### config.mk
export PLATFORM = sky130hd
export DESIGN_NAME = trcap_id_regs
export DESIGN_NICKNAME = d
export VERILOG_FILES = /design/src/verilog/trcap_pkg.sv /design/src/verilog/trcap_access_check.sv /design/src/verilog/trcap_id_regs.sv
export SDC_FILE = /design/constraint.sdc
export NUM_CORES = 1
export LEC_CHECK = 0
export ABC_AREA = 1
export BUFFER_PORTS_ARGS = -buffer_cell sky130_fd_sc_hd__buf_2
export CORE_MARGIN = 4
export CORE_UTILIZATION = 37
export CTS_CLUSTER_DIAMETER = 200
export DETAILED_ROUTE_END_ITERATION = 10
export GPL_ROUTABILITY_DRIVEN = 0
export PLACE_DENSITY = 0.93
export SYNTH_ARGS = -nofsm -noshare
export SYNTH_HDL_FRONTEND = slang
export SYNTH_SLANG_ARGS = --single-unit
### constraint.sdc
create_clock -name I_CORE_CLK -period 0.8 [get_ports I_CORE_CLK]
set_input_delay 0.08 -clock I_CORE_CLK [delete_from_list [all_inputs] [get_ports I_CORE_CLK]]
set_output_delay 0.08 -clock I_CORE_CLK [all_outputs]
set_load 0.02 [all_outputs]
### src/verilog/trcap_pkg.sv
/*
 Package for the trace resource capability register block: field
 positions, field values, access encoding, privilege levels, outcomes.
 Assumes nothing of its surroundings.
*/
package trcap_pkg;

   localparam int REG_W = 64;

   // Field positions (low bit) and field width
   localparam int FLD_W        = 4;
   localparam int POS_VCTX     = 28;
   localparam int POS_CTX      = 24;
   localparam int POS_SSHOT    = 20;
   localparam int POS_RSPAIR   = 16;
   localparam int POS_PECMP    = 12;
   localparam int POS_DADDR    = 8;
   localparam int POS_DVAL     = 4;
   localparam int POS_ACPAIR   = 0;

   // Field values
   localparam logic [3:0] VAL_VCTX   = 4'h1;
   localparam logic [3:0] VAL_CTX    = 4'h1;
   localparam logic [3:0] VAL_SSHOT  = 4'h1;
   localparam logic [3:0] VAL_RSPAIR = 4'h7;
   localparam logic [3:0] VAL_PECMP  = 4'h0;
   localparam logic       VAL_DADDR  = 1'h0;
   localparam logic [3:0] VAL_DVAL   = 4'h0;
   localparam logic [3:0] VAL_ACPAIR = 4'h4;

   // Reset values of the read data, syndrome and destination registers
   localparam logic [63:0] RDATA_RST = 64'h0;
   localparam logic [5:0]  SYND_RST  = 6'h0;
   localparam logic [4:0]  DEST_RST  = 5'h0;

   // System register read encoding
   localparam logic [1:0] ENC_OP0 = 2'h2;
   localparam logic [2:0] ENC_OP1 = 3'h1;
   localparam logic [3:0] ENC_CRN = 4'h0;
   localparam logic [3:0] ENC_CRM = 4'hc;
   localparam logic [2:0] ENC_OP2 = 3'h7;

   // Syndrome class of a trace access trap
   localparam logic [5:0] SYND_TRACE = 6'h18;

   localparam logic [1:0] LVL0 = 2'h0;
   localparam logic [1:0] LVL1 = 2'h1;
   localparam logic [1:0] LVL2 = 2'h2;
   localparam logic [1:0] LVL3 = 2'h3;

   typedef enum logic [3:0] {
      RES_VALUE = 4'b0001,
      RES_UNDEF = 4'b0010,
      RES_TRAP  = 4'b0100,
      RES_NONE  = 4'b1000
   } trcap_result_type;

endpackage

### src/verilog/trcap_access_check.sv
/*
 Privilege check for a read of the capability register. Purely
 combinational; decides value, undefined or trap and the trap target.
 Assumes the core presents its privilege and trap-control state as levels.
*/
`timescale 1ns/10ps
module trcap_access_check
   import trcap_pkg::*;
(
   input  wire logic [1:0]       i_level,
   input  wire logic             i_halted,
   input  wire logic             i_sdbg_off,
   input  wire logic             i_trap1,
   input  wire logic             i_trap2,
   input  wire logic             i_trap3,
   input  wire logic             i_lvl2_en,
   input  wire logic             i_fgt_en,
   input  wire logic             i_fgt_id,
   output trcap_result_type      o_result,
   output logic [1:0]            o_target
);

   logic halt_sdbg;

   assign halt_sdbg = i_halted & i_sdbg_off;

   always_comb begin
      o_result = RES_VALUE;
      o_target = LVL0;
      case (i_level)
         LVL0: begin
            o_result = RES_UNDEF;
         end
         LVL1: begin
            if (halt_sdbg && i_trap3) begin
               o_result = RES_UNDEF;
            end else if (i_trap1) begin
               o_result = RES_TRAP;
               o_target = LVL1;
            end else if (i_lvl2_en && i_trap2) begin
               o_result = RES_TRAP;
               o_target = LVL2;
            end else if (i_lvl2_en && i_fgt_en && i_fgt_id) begin
               o_result = RES_TRAP;
               o_target = LVL2;
            end else if (i_trap3) begin
               o_result = RES_TRAP;
               o_target = LVL3;
            end
         end
         LVL2: begin
            if (halt_sdbg && i_trap3) begin
               o_result = RES_UNDEF;
            end else if (i_trap2) begin
               o_result = RES_TRAP;
               o_target = LVL2;
            end else if (i_trap3) begin
               o_result = RES_TRAP;
               o_target = LVL3;
            end
         end
         LVL3: begin
            if (i_trap3) begin
               o_result = RES_TRAP;
               o_target = LVL3;
            end
         end
         default: begin
            o_result = RES_UNDEF;
         end
      endcase
   end

endmodule

### src/verilog/trcap_id_regs.sv
/*
 Trace resource capability identification register, read by the core's
 system register read instruction. Answers one cycle after the request.
 Assumes the core holds its privilege state stable with the request.
*/
`timescale 1ns/10ps
module trcap_id_regs
   import trcap_pkg::*;
(
   input  wire logic             I_CORE_CLK,
   input  wire logic             I_ARST_N,
   input  wire logic             I_RD_REQ,
   input  wire logic [1:0]       I_OP0,
   input  wire logic [2:0]       I_OP1,
   input  wire logic [3:0]       I_CRN,
   input  wire logic [3:0]       I_CRM,
   input  wire logic [2:0]       I_OP2,
   input  wire logic [4:0]       I_DEST_REG,
   input  wire logic [1:0]       I_CURRENT_PRIVILEGE_LEVEL,
   input  wire logic             I_HALTED,
   input  wire logic             I_SECURE_DEBUG_DISABLE_FLAG,
   input  wire logic             I_LVL1_TRACE_ACCESS_TRAP,
   input  wire logic             I_LVL2_TRACE_ACCESS_TRAP,
   input  wire logic             I_LVL3_TRACE_ACCESS_TRAP,
   input  wire logic             I_LVL2_ENABLED,
   input  wire logic             I_FINE_GRAIN_TRAP_ENABLE,
   input  wire logic             I_FINE_GRAIN_TRACE_ID_READ_TRAP,
   output logic                  O_HIT,
   output logic                  O_RD_VALID,
   output logic [63:0]           O_RD_DATA,
   output logic [4:0]            O_RD_DEST,
   output logic                  O_UNDEF,
   output logic                  O_TRAP,
   output logic [1:0]            O_TRAP_LEVEL,
   output logic [5:0]            O_TRAP_SYNDROME,
   output logic [31:0]           O_EXT_DEBUG_VIEW
);

   logic [63:0]      cap_value;
   logic             hit;
   trcap_result_type result;
   logic [1:0]       target;

   logic             valid_ff,  nxt_valid;
   logic             undef_ff,  nxt_undef;
   logic             trap_ff,   nxt_trap;
   logic [1:0]       tlvl_ff,   nxt_tlvl;
   logic [5:0]       synd_ff,   nxt_synd;
   logic [63:0]      data_ff,   nxt_data;
   logic [4:0]       dest_ff,   nxt_dest;

   // Constant capability word, no write path exists
   always_comb begin
      cap_value = '0;
      cap_value[POS_VCTX   +: FLD_W] = VAL_VCTX;
      cap_value[POS_CTX    +: FLD_W] = VAL_CTX;
      cap_value[POS_SSHOT  +: FLD_W] = VAL_SSHOT;
      cap_value[POS_RSPAIR +: FLD_W] = VAL_RSPAIR;
      cap_value[POS_PECMP  +: FLD_W] = VAL_PECMP;
      cap_value[POS_DADDR]           = VAL_DADDR;
      cap_value[POS_DVAL   +: FLD_W] = VAL_DVAL;
      cap_value[POS_ACPAIR +: FLD_W] = VAL_ACPAIR;
   end

   assign O_EXT_DEBUG_VIEW = cap_value[31:0];

   assign hit = I_RD_REQ && I_OP0 == ENC_OP0 && I_OP1 == ENC_OP1 &&
                I_CRN == ENC_CRN && I_CRM == ENC_CRM &&
                I_OP2 == ENC_OP2;
   assign O_HIT = hit;

   trcap_access_check u_check (
      .i_level  (I_CURRENT_PRIVILEGE_LEVEL),
      .i_halted (I_HALTED),
      .i_sdbg_off(I_SECURE_DEBUG_DISABLE_FLAG),
      .i_trap1  (I_LVL1_TRACE_ACCESS_TRAP),
      .i_trap2  (I_LVL2_TRACE_ACCESS_TRAP),
      .i_trap3  (I_LVL3_TRACE_ACCESS_TRAP),
      .i_lvl2_en(I_LVL2_ENABLED),
      .i_fgt_en (I_FINE_GRAIN_TRAP_ENABLE),
      .i_fgt_id (I_FINE_GRAIN_TRACE_ID_READ_TRAP),
      .o_result (result),
      .o_target (target)
   );

   // halted with secure debug off and the level 3 trap set falls into the undefined branch at level 1 or 2
   always_comb begin
      nxt_valid = 1'b0;
      nxt_undef = 1'b0;
      nxt_trap  = 1'b0;
      nxt_tlvl  = tlvl_ff;
      nxt_synd  = synd_ff;
      nxt_data  = RDATA_RST;
      nxt_dest  = dest_ff;
      if (hit) begin
         case (result)
            RES_VALUE: begin
               nxt_valid = 1'b1;
               nxt_data  = cap_value;
               nxt_dest  = I_DEST_REG;
            end
            RES_UNDEF: begin
               nxt_undef = 1'b1;
            end
            RES_TRAP: begin
               nxt_trap = 1'b1;
               nxt_tlvl = target;
               nxt_synd = SYND_TRACE;
            end
            default: begin
               nxt_undef = 1'b0;
            end
         endcase
      end
   end

   always_ff @(posedge I_CORE_CLK or negedge I_ARST_N) begin
      if (!I_ARST_N) begin
         valid_ff <= 1'b0;
         undef_ff <= 1'b0;
         trap_ff  <= 1'b0;
         tlvl_ff  <= LVL0;
         synd_ff  <= SYND_RST;
         data_ff  <= RDATA_RST;
         dest_ff  <= DEST_RST;
      end else begin
         valid_ff <= nxt_valid;
         undef_ff <= nxt_undef;
         trap_ff  <= nxt_trap;
         tlvl_ff  <= nxt_tlvl;
         synd_ff  <= nxt_synd;
         data_ff  <= nxt_data;
         dest_ff  <= nxt_dest;
      end
   end

   assign O_RD_VALID      = valid_ff;
   assign O_RD_DATA       = data_ff;
   assign O_RD_DEST       = dest_ff;
   assign O_UNDEF         = undef_ff;
   assign O_TRAP          = trap_ff;
   assign O_TRAP_LEVEL    = tlvl_ff;
   assign O_TRAP_SYNDROME = synd_ff;

   // Checks
   logic             sec_halt_trap;
   logic             fine_trap;

   assign sec_halt_trap = I_HALTED && I_SECURE_DEBUG_DISABLE_FLAG &&
                          I_LVL3_TRACE_ACCESS_TRAP;
   assign fine_trap     = I_FINE_GRAIN_TRAP_ENABLE &&
                          I_FINE_GRAIN_TRACE_ID_READ_TRAP;
endmodule

# Yosys cells after proc, flatten, opt, wreduce, memory -nomap -nowiden
# Cells that the tools add are included.
# word_totals
regBits	75
input_bits	34
elab_cells	55
# classes
eq_ne	10
n_mux	24
bitwise_logic	1
reduce_logical	13
# ops
cell	count
29-bit 2-to-1 mux	2
4-bit 2-to-1 mux	6
4-bit one-hot mux with 4 select lines	1
2-bit 2-to-1 mux	7
1-bit logical AND	9
2-bit == test (second input constant)	3
1-bit 2-to-1 mux	6
2-bit one-hot mux with 3 select lines	1
4-bit by 1-bit == test with 1-bit output (second input constant)	1
4-bit by 2-bit == test with 1-bit output (second input constant)	1
4-bit by 3-bit == test with 1-bit output (second input constant)	1
4-bit == test (second input constant)	1
4-bit logical NOT	1
2-bit AND reduction	2
3-bit by 1-bit == test with 1-bit output (second input constant)	1
3-bit == test (second input constant)	1
3-bit 2-to-1 mux	1
2-bit by 1-bit == test with 1-bit output (second input constant)	1
2-bit logical NOT	1
1-bit bitwise AND	1

# Logic depth before layout (Yosys ltp)
# depth
word_depth	10
depth_mapped	9

# Hierarchy
# Synthesis repeated with hierarchy kept, for this count alone.
# hier_totals
cells_unflattened	217
area_unflattened_um2	1599.0
# modules_own_cells
mod	instances	cells_per_inst	area_each_um2	seq_area_each_um2
trcap_id_regs	1	175	1412.6	275.3
trcap_access_check	1	42	186.4	0.0

# Worst setup path after synthesis
# No wires, ideal clock.
# synth_path
path_type	in2reg
start	input port I_CRN[0]
end	register trap_ff, in the netlist O_TRAP
setup_time_ns	0.072
arrival_time_ns	0.827
t_required_ns	0.728
path_slack_ns	-0.099
stages	8
path_buffers	0
cell_sequence	inv_1 -> nand2_1 -> nor2_1 -> and2_1 -> nand3_1 -> inv_1 -> nand2_1 -> nor2_1
# synth_via
elab_chain_len	5
# synth_lines
item	line	source
start, declared	trcap_id_regs.sv:15	input wire logic [3:0] I_CRN,
4-bit logical NOT	trcap_id_regs.sv:68	I_CRN == ENC_CRN && I_CRM == ENC_CRM &&
1-bit logical AND	trcap_id_regs.sv:67	assign hit = I_RD_REQ && I_OP0 == ENC_OP0 && I_OP1 == ENC_OP1 &&
1-bit logical AND (2 in series)	trcap_id_regs.sv:68	
net O_HIT	trcap_id_regs.sv:28	output logic O_HIT,
1-bit 2-to-1 mux	trcap_id_regs.sv:95	if (hit) begin
net nxt_trap	trcap_id_regs.sv:46	logic trap_ff, nxt_trap;
end signal, assigned	trcap_id_regs.sv:129	trap_ff <= nxt_trap;
end, declared	trcap_id_regs.sv:46	
# The timed path passes the listed nets, and every way through them passes these cells.
# A chain may end at the register's enable or synchronous reset.

==> flow_summary.yaml <==
clock_network:
  cts.sinks: 11
  cts_tree: "yes"
  cts_buffer_depth: 2
  insertion_delay_ns: 0.24
  numCtsBuffers: 3
  h-tree-depth: 1
  cts.clk_slew.worst_paths_ns: 0.05
  cts-root-buf: "clkbuf_8"
route:
  vias: 1144
  drtPass1Iterations: 4
  initialDrtViolationCount: 18
  ant_nets: 0
  drc: 0
  totalWireLength_mm: 3.096
  detail_route.wl_per_cell_um: 9.891
  vias_per_cell: 3.655
timing:
  fin_ws_ns: -0.1470
  fmaxAchievable_mhz: 1056
  period_needed_ns: 0.9470
  rsz0062_at_grt: "yes"
  setup_viol: 27
  min_period_over_period_pct: 118.4
  hold_violations: 0
  finalMaxSlewViolations: 0
  clock_skew_ns: 0
finish:
  utilization_pct: 46.55
  drive_gt1_share_pct: 38.11
  final_common_cell: "conb_1"
  antenna_cells: 0
  fin_nets: 300
  final_cell_mix: "93 x conb_1, 33 x buf_2, 25 x nand2_1, 19 x buf_6, 12 x buf_4"
  n_fill_cell: 384
  fin_cells: 313
  area_growth_pct: 18.50
placement:
  dp_cells: 298
  numPortBuffers: 53
  hpwl_mm: 2.552
  dpl_worst_slack_ns: -0.3222
worst_setup_path:
  cp_slowest_cell: "dfrtp_2"
  endpoint_kind: "output pin"
  crit_path_max_fanout: 8
  crit_path_start: "O_RD_DATA[24]"
  worstSetupPathType: "flip-flop to output pin"
  r2r_cells: 3
  cp_top_family: "flip-flops"
  cp.required_ns: 0.72
  crit_chain: "buf_2"
  path_depth: 1
  worst-path-buf-inv: 1
  worstPathArrival_ns: 0.87
  r2r-start: "O_TRAP_LEVEL[0]"
  slowest_delay_ns: 0.45
  startpoint_type: "flip-flop"
die:
  io_pins: 147
  fp.dieW_um: 71.28
  rows: 22
  core_area_um2: 3771
  dieHeight_um: 71.28
  dieArea_um2: 5080
  initial_core_util_pct: 39.28
status:
  status: "complete, but fails checks"
  violations: "negative setup slack"
yosys:
  synth_cell_types: 19
  synth_area_um2: 1481
  synth.avg_cell_area_um2: 7.226
  yosysWarnings: 0
  ys_seq_area_share_pct: 18.58
  synth_seq_cells: 11
  netlist_instances: 205
min_path:
  hold_depth: 3
  hold_path_class: "input pin to flip-flop"
  min_from: "I_DEST_REG[3]"
grt:
  grt_max_degree: 12
  overflow: 0
  grt_pass1_vias: 901
  grt_pass1_wl_mm: 3.739
  antenna_found_initial: 0
  track_usage_pct: 9.427
job:
  max_cap_violations: 0
pwr:
  leakagePower_nw: 1.121
  seqPwrFrac_pct: 31.3
  clockPowerShare_pct: 30.9
  peakVddDrop_v: 0.0003696
  powerDensity_nw_per_um2: 1015
  combPwrFrac_pct: 37.8
  intPower_mw: 1.033
  switchingPower_mw: 0.7491
  switching_share_pct: 42.04
-- sequential cells by signal, summed over array words and instances, names as in the netlist --
signal / count
O_TRAP_LEVEL: 2
O_RD_DEST: 5
O_TRAP_SYNDROME: 1
O_TRAP: 1
O_UNDEF: 1
O_RD_DATA: 1
-- through the flow --
step / cell area, um^2 / hold slack (ns) / power (mW) / TNS, ns
global route: 1755 / 0.08192 / 1.872 / -3.411
CTS: 1615 / 0.07457 / 1.745 / -2.336
finish: 1755 / 0.07823 / 1.782 / -2.354
floorplan: 1843 / -0.2156 / 1.399 / -0.3897
global placement: 1425 / -0.04803 / 1.171 / -2.773
detailed placement: 1425 / -0.04017 / 1.179 / -3.226
-- metal layers --
metal | global-route usage (%) | wire [um] | part of all wire (%)
met1 | 8.662 | 894 | 29
met2 | 18.57 | 1765 | 57
met3 | 1.543 | 377 | 12
met4 | 6.263 | 59 | 1.9
met5 | 0 | 0 | 0
-- area by class of cell --
cell class | count | area [um^2] | area share, %
multi-input combinational | 166 | 815.8 | 46.47
timing repair buffer | 65 | 479.2 | 27.30
sequential | 11 | 276.5 | 15.75
inverter | 19 | 78.83 | 4.490
tap | 48 | 60.06 | 3.421
clock buffer | 4 | 45.04 | 2.566
-- power groups by stage --
stage	Clock (mW)	Combinational [mW]	Sequential, mW
after floorplan	0	0.832	0.567
after global routing	0.588	0.727	0.557
final	0.551	0.673	0.558
after CTS	0.563	0.624	0.558
after global placement	0	0.605	0.567
after detailed placement	0	0.613	0.567
-- cell usage after synthesis --
master | number | area, um^2
a21oi_1 | 2 | 10.01
and2_1 | 1 | 6.260
buf_4 | 101 | 758.2
clkinv_1 | 1 | 3.750
conb_1 | 2 | 7.510
dfrtp_1 | 11 | 275.3
inv_1 | 15 | 56.30
inv_2 | 3 | 11.26
nand2_1 | 30 | 112.6
nand2_2 | 3 | 18.77
nand2_4 | 1 | 11.26
nand3_1 | 15 | 75.07
nand3_2 | 3 | 30.03
nand4_1 | 1 | 6.260
nor2_1 | 8 | 30.03
nor2_2 | 5 | 31.28
nor2_8 | 1 | 20.02
nor3_2 | 1 | 10.01
o211ai_1 | 1 | 7.510
-- timing repair --
item                                    CTS  global route
pin swaps                                 2            14
hold buffers                              1             0
endpoints found under the hold margin    11             0
cloned                                    0             1
gates resized for setup                  27            27
endpoints found under the setup margin   27            29
setup buffers                             6             3
-- tightest hold or removal path: stages --
cell and delay (ns):
buf_2 0.07, nand3_1 0.07, nand2_1 0.06
-- cell families after synthesis --
family / count (synthesis) / share of synthesized area [%]
other: 2 / 0.5069
AND/OR/NAND/NOR: 69 / 23.73
buffers and inverters: 120 / 56.00
flip-flops: 11 / 18.58
AO/OA/AOI/OAI: 3 / 1.183
-- final timing paths --
| path | endpoint | slack [ns] |
|---|---|---|
| setup / recovery | O_RD_DATA[2] | -0.15 |
| hold / removal | O_RD_DEST[3] | 0.08 |
| setup reg to reg | O_TRAP_LEVEL[0] | 0.05 |
| hold reg to reg | O_TRAP_SYNDROME[3] | 0.54 |
| max in group asynchronous | O_RD_DATA[24] | 0.34 |
| min in group asynchronous | O_RD_DEST[3] | 0.24 |
Power figures use the tool's default switching activity.
